`config.mk`:
```
export PLATFORM = sky130hd
export DESIGN_NAME = asd_datapath
export DESIGN_NICKNAME = d
export VERILOG_FILES = /design/src/hdl/asd_pkg.sv /design/src/hdl/asd_datapath.sv
export SDC_FILE = /design/constraint.sdc
export NUM_CORES = 2
export LEC_CHECK = 0
export BUFFER_PORTS_ARGS = -buffer_cell sky130_fd_sc_hd__buf_2
export CAP_MARGIN = 40
export CORE_MARGIN = 2
export CORE_UTILIZATION = 30
export DETAILED_ROUTE_END_ITERATION = 10
export GPL_ROUTABILITY_DRIVEN = 0
export PLACE_DENSITY = 0.45
export SYNTH_ARGS = -nofsm -noshare
export SYNTH_HDL_FRONTEND = slang
export SYNTH_SLANG_ARGS = --single-unit
```
`constraint.sdc`:
```
create_clock -name sys_clk -period 43 [get_ports sys_clk]
set_clock_uncertainty 0.1 [all_clocks]
set_input_delay 12.9 -clock sys_clk [delete_from_list [all_inputs] [get_ports sys_clk]]
set_output_delay 12.9 -clock sys_clk [all_outputs]
set_load 0.005 [all_outputs]
```
`src/hdl/asd_pkg.sv`:
```
// Purpose: Shared constants and types for the add/logic/shift operand datapath
// Assumes: 16-bit working registers, 40-bit accumulators, one instruction per clock
// Notes: Prefetch selector codes 0-6 use the even pointer, 7-13 the odd one, 14 indexed, 15 none
package asd_pkg;

  // ==========================================================
  // Widths and bit positions
  localparam int DW = 16;
  localparam int ACW = 40;
  localparam int FAW = 13;
  localparam int NREG = 16;
  localparam int SIGN = 15;
  localparam int NIB = 4;
  localparam int LIT5_MSB = 4;
  localparam int ACC_LSW = 16;
  localparam int ACC_GUARD = 31;

  // ==========================================================
  // Register indices and selector codes
  localparam logic [3:0] DEFAULT_FILE_WORKING_REG = 4'h0;
  localparam logic [3:0] MAC_BASE = 4'h4;
  localparam logic [3:0] X_PTR = 4'h8;
  localparam logic [3:0] Y_PTR = 4'ha;
  localparam logic [3:0] IDX_REG = 4'hc;
  localparam logic [3:0] PF_GROUP = 4'h7;
  localparam logic [3:0] PF_INDEXED = 4'he;
  localparam logic [3:0] PF_NONE = 4'hf;
  localparam logic [2:0] PAIR_COUNT = 3'h6;
  localparam logic [0:5][3:0] PAIR_A = '{4'h4, 4'h4, 4'h4, 4'h5, 4'h5, 4'h6};
  localparam logic [0:5][3:0] PAIR_B = '{4'h5, 4'h6, 4'h7, 4'h6, 4'h7, 4'h7};
  localparam logic [0:6][3:0] PF_STEP = '{4'h6, 4'h4, 4'h2, 4'h0, 4'ha, 4'hc, 4'he};

  // ==========================================================
  // Types
  typedef enum logic [3:0] {
    ASD_NOP, ASD_ADD, ASD_SUM_WITH_CARRY_OP, ASD_AND, ASD_ARITH_SHIFT_RIGHT_OP,
    ASD_ADD_ACC, ASD_SQR, ASD_MPY, ASD_DIV
  } asd_op_t;

  typedef enum logic [2:0] {ASD_F, ASD_F_TO_W0, ASD_LIT10, ASD_REG3, ASD_LIT5} asd_form_t;

  typedef struct packed {
    logic valid;
    asd_op_t op;
    asd_form_t form;
    logic [FAW-1:0] fAddr;
    logic [DW-1:0] fData;
    logic [3:0] baseWorkingReg;
    logic [3:0] srcReg;
    logic [3:0] dstReg;
    logic [9:0] lit;
    logic [3:0] signedShiftLiteral;
    logic accSel;
    logic [2:0] mulSel;
    logic [3:0] xPrefetchAddrSel;
    logic [3:0] yPrefetchAddrSel;
    logic [1:0] xDst;
    logic [1:0] yDst;
  } asd_cmd_t;

  typedef struct packed {
    logic carry;
    logic digitCarryFlag;
    logic negative;
    logic arithExcessFlag;
    logic zero;
  } asd_flags_t;

  typedef struct packed {
    logic accAExcessFlag;
    logic accBExcessFlag;
    logic accAClippedFlag;
    logic accBClippedFlag;
  } asd_accflags_t;

  typedef struct packed {
    logic en;
    logic idx;
    logic [3:0] ptr;
    logic [3:0] step;
  } asd_pf_t;

endpackage

```
`src/hdl/asd_datapath.sv`:
```
// Purpose: One-cycle add, add-with-carry, AND, shift and MAC operand datapath
// Assumes: Decoder presents one command per clock; data memory reads are combinational
// Notes: Working registers, flags and accumulators live here
//
// Functional notes
// - File-register forms that name the default register use W0 as operand and target.
// - Base, source and destination fields pick any of sixteen working registers.
// - Square takes both factors from one register among W4 to W7.
// - Multiply takes its factors from one of six distinct pairs among W4 to W7.
// - X prefetch uses W8 or W9 plain or stepped by plus or minus 2, 4 or 6, W9 plus W12, or none.
// - Y prefetch uses W10 or W11 plain or stepped by plus or minus 2, 4 or 6, W11 plus W12, or none.
// - Prefetched data lands only in W4 to W7.
// - Divide reads dividend and divisor directly from a register pair.
// - Signed add to accumulator adds a shifted 16-bit source and updates its flags.
// - Add-with-carry adds both operands and carry and updates all five flags.
// - Add-with-carry also adds a base register, a 5-bit literal and carry.
// - Arithmetic right shift keeps the sign and updates carry, negative, overflow, zero.
// - Status holds carry, digit carry, negative, overflow and zero.
// - Each accumulator has its own overflow and saturation flags.
`timescale 1ns/1ps

module asd_datapath (
  input wire logic sys_clk,
  input wire logic rst_b,
  input wire asd_pkg::asd_cmd_t cmd,
  input wire logic clipClear,
  input wire logic [15:0] xRdData,
  input wire logic [15:0] yRdData,
  output logic resValid,
  output logic [15:0] resData,
  output logic fileWrEn,
  output logic [12:0] fileWrAddr,
  output logic [15:0] fileWrData,
  output asd_pkg::asd_flags_t flags,
  output asd_pkg::asd_accflags_t accFlags,
  output logic signed [39:0] accA,
  output logic signed [39:0] accB,
  output logic xRdEn,
  output logic [15:0] xAddr,
  output logic yRdEn,
  output logic [15:0] yAddr,
  output logic divValid,
  output logic [15:0] dividend,
  output logic [15:0] divisor
);

  localparam int DW = asd_pkg::DW;
  localparam int ACW = asd_pkg::ACW;
  localparam int NIB = asd_pkg::NIB;
  localparam int SIGN = asd_pkg::SIGN;

  // ==========================================================
  // Reset release
  logic rstMeta;
  logic rstSync;

  always_ff @(posedge sys_clk or negedge rst_b)
  begin
    if (!rst_b)
    begin
      rstMeta <= 1'b0;
      rstSync <= 1'b0;
    end
    else
    begin
      rstMeta <= 1'b1;
      rstSync <= rstMeta;
    end
  end

  // ==========================================================
  // Prefetch selector decode
  function automatic asd_pkg::asd_pf_t pfDecode(input logic [3:0] sel, input logic [3:0] base);
    asd_pkg::asd_pf_t pf;
    logic [3:0] k;
    pf = '0;
    k = (sel >= asd_pkg::PF_GROUP) ? sel - asd_pkg::PF_GROUP : sel;
    pf.en = (sel != asd_pkg::PF_NONE);
    pf.idx = (sel == asd_pkg::PF_INDEXED);
    pf.ptr = (sel >= asd_pkg::PF_GROUP) ? base + 4'h1 : base;
    pf.step = (k < asd_pkg::PF_GROUP) ? asd_pkg::PF_STEP[k[2:0]] : 4'h0;
    return pf;
  endfunction

  // ==========================================================
  // State
  logic [15:0] default_file_working_reg [asd_pkg::NREG];
  logic [15:0] next_default_file_working_reg [asd_pkg::NREG];
  asd_pkg::asd_flags_t next_flags;
  asd_pkg::asd_accflags_t next_accFlags;
  logic signed [39:0] next_accA;
  logic signed [39:0] next_accB;
  logic next_resValid;
  logic [15:0] next_resData;
  logic next_fileWrEn;
  logic [12:0] next_fileWrAddr;
  logic [15:0] next_fileWrData;
  logic next_xRdEn;
  logic [15:0] next_xAddr;
  logic next_yRdEn;
  logic [15:0] next_yAddr;
  logic [1:0] xDst;
  logic [1:0] next_xDst;
  logic [1:0] yDst;
  logic [1:0] next_yDst;
  logic next_divValid;
  logic [15:0] next_dividend;
  logic [15:0] next_divisor;

  // ==========================================================
  // Operand selection
  logic isAlu;
  logic isMac;
  logic [15:0] opA;
  logic [15:0] opB;
  logic toFile;
  logic [3:0] dstIdx;
  logic carryIn;
  logic [16:0] sum;
  logic [4:0] nibSum;
  logic [15:0] aluRes;
  logic [15:0] divA;
  logic [15:0] divB;

  assign isAlu = cmd.valid && (cmd.op inside {asd_pkg::ASD_ADD, asd_pkg::ASD_SUM_WITH_CARRY_OP,
                 asd_pkg::ASD_AND, asd_pkg::ASD_ARITH_SHIFT_RIGHT_OP});
  assign isMac = cmd.valid && (cmd.op inside {asd_pkg::ASD_SQR, asd_pkg::ASD_MPY});
  assign divA = default_file_working_reg[cmd.baseWorkingReg];
  assign divB = default_file_working_reg[cmd.srcReg];

  always_comb
  begin
    opA = '0;
    opB = '0;
    toFile = 1'b0;
    dstIdx = cmd.dstReg;
    case (cmd.form)
      asd_pkg::ASD_F:
      begin
        opA = cmd.fData;
        opB = default_file_working_reg[asd_pkg::DEFAULT_FILE_WORKING_REG];
        toFile = 1'b1;
      end
      asd_pkg::ASD_F_TO_W0:
      begin
        opA = cmd.fData;
        opB = default_file_working_reg[asd_pkg::DEFAULT_FILE_WORKING_REG];
        dstIdx = asd_pkg::DEFAULT_FILE_WORKING_REG;
      end
      asd_pkg::ASD_LIT10:
      begin
        opA = DW'(cmd.lit);
        opB = default_file_working_reg[cmd.dstReg];
      end
      asd_pkg::ASD_REG3:
      begin
        opA = default_file_working_reg[cmd.baseWorkingReg];
        opB = default_file_working_reg[cmd.srcReg];
      end
      asd_pkg::ASD_LIT5:
      begin
        opA = default_file_working_reg[cmd.baseWorkingReg];
        opB = DW'(cmd.lit[asd_pkg::LIT5_MSB:0]);
      end
      default:
      begin
        opA = '0;
      end
    endcase
  end

  assign carryIn = (cmd.op == asd_pkg::ASD_SUM_WITH_CARRY_OP) && flags.carry;
  assign sum = (DW + 1)'(opA) + (DW + 1)'(opB) + (DW + 1)'(carryIn);
  assign nibSum = (NIB + 1)'(opA[NIB-1:0]) + (NIB + 1)'(opB[NIB-1:0]) + (NIB + 1)'(carryIn);

  // ==========================================================
  // Multiplier and accumulator operands
  logic [3:0] mA;
  logic [3:0] mB;
  logic signed [31:0] prod;
  logic signed [39:0] curAcc;
  logic signed [39:0] aligned;
  logic signed [39:0] addend;
  logic signed [39:0] accSum;
  logic accSat;
  logic accExcess;

  always_comb
  begin
    if (cmd.op == asd_pkg::ASD_SQR)
    begin
      mA = asd_pkg::MAC_BASE + {2'b00, cmd.mulSel[1:0]};
      mB = mA;
    end
    else if (cmd.mulSel < asd_pkg::PAIR_COUNT)
    begin
      mA = asd_pkg::PAIR_A[cmd.mulSel];
      mB = asd_pkg::PAIR_B[cmd.mulSel];
    end
    else
    begin
      mA = asd_pkg::PAIR_A[0];
      mB = asd_pkg::PAIR_B[0];
    end
  end

  assign prod = $signed(default_file_working_reg[mA]) * $signed(default_file_working_reg[mB]);
  assign curAcc = cmd.accSel ? accB : accA;
  assign aligned = ACW'($signed(default_file_working_reg[cmd.srcReg])) <<< asd_pkg::ACC_LSW;
  // Positive shift literal moves right, negative moves left
  assign addend = cmd.signedShiftLiteral[3] ? aligned <<< 4'(-cmd.signedShiftLiteral)
                                            : aligned >>> cmd.signedShiftLiteral;
  assign accSum = (cmd.op == asd_pkg::ASD_ADD_ACC) ? curAcc + addend : ACW'(prod);
  assign accSat = cmd.valid && (cmd.op == asd_pkg::ASD_ADD_ACC) && (curAcc[ACW-1] == addend[ACW-1])
                  && (accSum[ACW-1] != curAcc[ACW-1]);
  assign accExcess = !((&accSum[ACW-1:asd_pkg::ACC_GUARD]) || !(|accSum[ACW-1:asd_pkg::ACC_GUARD]));

  // ==========================================================
  // Prefetch address generation
  asd_pkg::asd_pf_t pfX;
  asd_pkg::asd_pf_t pfY;
  logic [15:0] xAddrNew;
  logic [15:0] yAddrNew;

  assign pfX = pfDecode(cmd.xPrefetchAddrSel, asd_pkg::X_PTR);
  assign pfY = pfDecode(cmd.yPrefetchAddrSel, asd_pkg::Y_PTR);
  assign xAddrNew = pfX.idx ? default_file_working_reg[pfX.ptr] + default_file_working_reg[asd_pkg::IDX_REG] : default_file_working_reg[pfX.ptr];
  assign yAddrNew = pfY.idx ? default_file_working_reg[pfY.ptr] + default_file_working_reg[asd_pkg::IDX_REG] : default_file_working_reg[pfY.ptr];

  // ==========================================================
  // Next state
  always_comb
  begin
    next_default_file_working_reg = default_file_working_reg;
    next_flags = flags;
    next_accFlags = accFlags;
    next_accA = accA;
    next_accB = accB;
    next_resValid = 1'b0;
    next_resData = resData;
    next_fileWrEn = 1'b0;
    next_fileWrAddr = fileWrAddr;
    next_fileWrData = fileWrData;
    next_xRdEn = 1'b0;
    next_xAddr = xAddr;
    next_xDst = xDst;
    next_yRdEn = 1'b0;
    next_yAddr = yAddr;
    next_yDst = yDst;
    next_divValid = 1'b0;
    next_dividend = dividend;
    next_divisor = divisor;
    aluRes = sum[DW-1:0];
    case (cmd.op)
      asd_pkg::ASD_ADD, asd_pkg::ASD_SUM_WITH_CARRY_OP:
      begin
        next_flags.carry = sum[DW];
        next_flags.digitCarryFlag = nibSum[NIB];
        next_flags.arithExcessFlag = (opA[SIGN] == opB[SIGN]) && (sum[SIGN] != opA[SIGN]);
      end
      asd_pkg::ASD_AND:
      begin
        aluRes = opA & opB;
      end
      asd_pkg::ASD_ARITH_SHIFT_RIGHT_OP:
      begin
        aluRes = {opA[SIGN], opA[SIGN:1]};
        next_flags.carry = opA[0];
        next_flags.arithExcessFlag = 1'b0;
      end
      default:
      begin
        aluRes = sum[DW-1:0];
      end
    endcase
    if (isAlu)
    begin
      // All covered forms retire in this one edge
      next_flags.negative = aluRes[SIGN];
      next_flags.zero = (aluRes == '0);
      next_resValid = 1'b1;
      next_resData = aluRes;
      if (toFile)
      begin
        next_fileWrEn = 1'b1;
        next_fileWrAddr = cmd.fAddr;
        next_fileWrData = aluRes;
      end
      else
      begin
        next_default_file_working_reg[dstIdx] = aluRes;
      end
    end
    if (!cmd.valid)
    begin
      next_flags = flags;
    end
    if ((isMac || (cmd.valid && cmd.op == asd_pkg::ASD_ADD_ACC)))
    begin
      if (cmd.accSel)
      begin
        next_accB = accSum;
        next_accFlags.accBExcessFlag = accExcess;
      end
      else
      begin
        next_accA = accSum;
        next_accFlags.accAExcessFlag = accExcess;
      end
    end
    if (isMac && pfX.en)
    begin
      next_xRdEn = 1'b1;
      next_xAddr = xAddrNew;
      next_xDst = cmd.xDst;
      if (!pfX.idx)
      begin
        next_default_file_working_reg[pfX.ptr] = default_file_working_reg[pfX.ptr] + {{12{pfX.step[3]}}, pfX.step};
      end
    end
    if (isMac && pfY.en)
    begin
      next_yRdEn = 1'b1;
      next_yAddr = yAddrNew;
      next_yDst = cmd.yDst;
      if (!pfY.idx)
      begin
        next_default_file_working_reg[pfY.ptr] = default_file_working_reg[pfY.ptr] + {{12{pfY.step[3]}}, pfY.step};
      end
    end
    // Data returned for last cycle's prefetch overrides any ALU write, and Y data overrides X data
    if (xRdEn)
    begin
      next_default_file_working_reg[asd_pkg::MAC_BASE + {2'b00, xDst}] = xRdData;
    end
    if (yRdEn)
    begin
      next_default_file_working_reg[asd_pkg::MAC_BASE + {2'b00, yDst}] = yRdData;
    end
    if (cmd.valid && cmd.op == asd_pkg::ASD_DIV)
    begin
      next_divValid = 1'b1;
      next_dividend = divA;
      next_divisor = divB;
    end
    // A new saturation event wins over a clear in the same cycle
    if (clipClear)
    begin
      next_accFlags.accAClippedFlag = 1'b0;
      next_accFlags.accBClippedFlag = 1'b0;
    end
    if (accSat && !cmd.accSel)
    begin
      next_accFlags.accAClippedFlag = 1'b1;
    end
    if (accSat && cmd.accSel)
    begin
      next_accFlags.accBClippedFlag = 1'b1;
    end
  end

  // ==========================================================
  // Registers
  always_ff @(posedge sys_clk or negedge rstSync)
  begin
    if (!rstSync)
    begin
      for (int i = 0; i < asd_pkg::NREG; i++)
      begin
        default_file_working_reg[i] <= '0;
      end
      flags <= '0;
      accFlags <= '0;
      accA <= '0;
      accB <= '0;
      resValid <= 1'b0;
      resData <= '0;
      fileWrEn <= 1'b0;
      fileWrAddr <= '0;
      fileWrData <= '0;
      xRdEn <= 1'b0;
      xAddr <= '0;
      xDst <= '0;
      yRdEn <= 1'b0;
      yAddr <= '0;
      yDst <= '0;
      divValid <= 1'b0;
      dividend <= '0;
      divisor <= '0;
    end
    else
    begin
      default_file_working_reg <= next_default_file_working_reg;
      flags <= next_flags;
      accFlags <= next_accFlags;
      accA <= next_accA;
      accB <= next_accB;
      resValid <= next_resValid;
      resData <= next_resData;
      fileWrEn <= next_fileWrEn;
      fileWrAddr <= next_fileWrAddr;
      fileWrData <= next_fileWrData;
      xRdEn <= next_xRdEn;
      xAddr <= next_xAddr;
      xDst <= next_xDst;
      yRdEn <= next_yRdEn;
      yAddr <= next_yAddr;
      yDst <= next_yDst;
      divValid <= next_divValid;
      dividend <= next_dividend;
      divisor <= next_divisor;
    end
  end
endmodule

```
==> out/qor.txt <==
Status -> completed
Worst setup path startpoint -> cmd[76]
Sequential share of the synthesized area -> 26.18%
Routed WL -> 176.6 mm
DRC errors left -> 0
First-pass GRT wire length -> 261.2 mm
Port Buffers -> 316
Top-count cell post-synth -> nand2_1
Filler cell count -> 15200
Largest net degree at the start of global routing -> 76
Delay-heaviest family, CP -> adder cells
Worst slew margin -> 35.20%
Clock Latency Late Sink -> 0.68 ns
Vias/cell -> 5.381
Max stage delay on crit path -> 0.90 ns
Post-DP HPWL -> 133.9 mm
Clk root buf -> clkbuf_16
Setup bufs post-CTS -> 0
Synth top area share -> 26.18%
Clk pin slew, worst setup/hold paths -> 0.06 ns
Clk sinks -> 464
Worst hold path type -> flop to asynchronous set/reset pin
Post-layout nets -> 5680
Max Slew Vio Count -> 0
Drt wl/cell -> 24.95 um
Die width -> 388.5 um
Largest area contributor in the netlist -> dfrtp_1
Max-Cap Viols -> 0
Post-CTS sizing -> 0
Placed cells -> 6959
Antenna-violating nets left -> 0
CP Data Arrival Time -> 21.65 ns
Total gr overflow -> 0
CP dominant cell by count -> fa_1
Reg2reg start -> default_file_working_reg[143]
Crit Path Category -> primary input to flop
DR pass1 iterations -> 5
Period minus WS final -> 21.22 ns
Post-synth ARST share -> 100.0%
GRT Overall Usage -> 23.21%
Via count -> 38110
RSZ-0062 raised after global routing -> no
EDFF count, synth -> 0
Final Util -> 34.50%
H-Tree Depth -> 3
Setup tns final -> 0 ns
Fin cells -> 7081
Starting Density -> 30.11%
Synth Cell Area -> 44360 sq um
Post-Syn Instances -> 4904
Mean post-synth cell area -> 9.045 sq um
Yosys reg bits -> 464
DR iter-0 viols -> 3100
Area Growth Syn to Fin -> 14.58%
Worst path required time -> 43.43 ns
Worst Setup Start Kind -> primary input
Rows -> 141
Synth warn -> 0
Worst setup EP type -> flop
Synth top area cells -> dfrtp_1, mux4_2, fa_1, nand2_1, ha_1
Post-synth top flop -> dfrtp_1
Initial antenna violation count -> 27
Slew @ Worst Pin -> 0.9618 ns
CTS buffer count -> 67
Area of the core -> 147300 sq um
Maximum clock path buffer count -> 3
Vias in the first global route -> 37150
Critical path's slowest cell -> fa_1
Post-CTS Hold Buffers -> 0
Die Ht -> 388.5 um
FMAX -> 47.13 MHz
Synth top cells by count -> nand2_1, nor2_1, a21oi_1, dfrtp_1, inv_1
Layout cell share with drive strength beyond 1 -> 18.39%
CP bufs+invs -> 6
Final setup violation count -> 0
Library cells used by synthesis -> 82
Io pins -> 317
Final hold vios -> 0
Critical path fanouts, max -> 16
Die ar. -> 150900 sq um
TritonCTS clock tree -> built
Fin crit share -> 49.34%
==> per-layer routing <==
metal | vias to the layer above | global-route usage, % | share of wire, %
li1 | 17530 | - | -
met1 | 18960 | 33.27 | 46
met2 | 1377 | 34.56 | 43
met3 | 221 | 4.323 | 7.0
met4 | 22 | 8.857 | 3.9
met5 | - | 0 | 0.076
==> placed cells by master (no fill, tap or decap), drive strengths merged, types with 71 or more instances in the layout <==
| cell type | count |
|---|---|
| nand2 | 677 |
| nor2 | 524 |
| a21oi | 467 |
| dfrtp | 464 |
| buf | 438 |
| inv | 357 |
| o21ai | 316 |
| fa | 269 |
| mux4 | 244 |
| ha | 199 |
| a211oi | 102 |
| mux2 | 100 |
| clkbuf | 97 |
| xnor2 | 78 |
| nand3 | 71 |
==> final timing paths <==
| check | end | slack [ns] | depth (start not counted) |
|---|---|---|---|
| max | accFlags[2] | 21.78 | 32 |
| min | yDst[0] | 0.06 | 0 |
| max reg2reg | accFlags[2] | 34.94 | 25 |
| min reg2reg | yDst[0] | 0.06 | 0 |
| max in group asynchronous | rstSync | 30.78 | 1 |
| min in group sys_clk | rstSync | 0.26 | 0 |
==> cell type report <==
cell class | count | area (sq um) | area share [%]
Timing Repair Buffer | 438 | 2726 | 5.364
Tap cell | 1930 | 2415 | 4.751
Sequential cell | 464 | 11610 | 22.85
Multi-Input combinational cell | 3769 | 30390 | 59.79
Inverter | 358 | 1344 | 2.644
Clock inverter | 19 | 381.6 | 0.7509
Antenna cell | 6 | 15.01 | 0.02954
Clock buffer | 97 | 1939 | 3.816
==> logic make-up after synthesis <==
logic type,share of synthesized area [%]
other,0.01693
AOI/OAI and AO/OA,16.65
buffers and inverters,5.949
muxes,16.24
adders and majority gates,17.75
xor gates and xnor gates,2.482
DFF,26.18
and+or+nand+nor,14.72
==> per-stage QoR <==
stage               setup slack (ns)  area (sq um)  hold WS, ns
finish                         21.78         50820      0.06129
detailed placement             21.12         48490      0.05886
floorplan                      21.71         44390       0.2312
global placement               20.71         48100       0.2430
CTS                            21.85         50810      0.06546
global route                   21.24         50820      0.07280
Power is left out: the tool's default activity adds up to more than one toggle a clock period on the data nets, which glitch-free logic cannot reach.
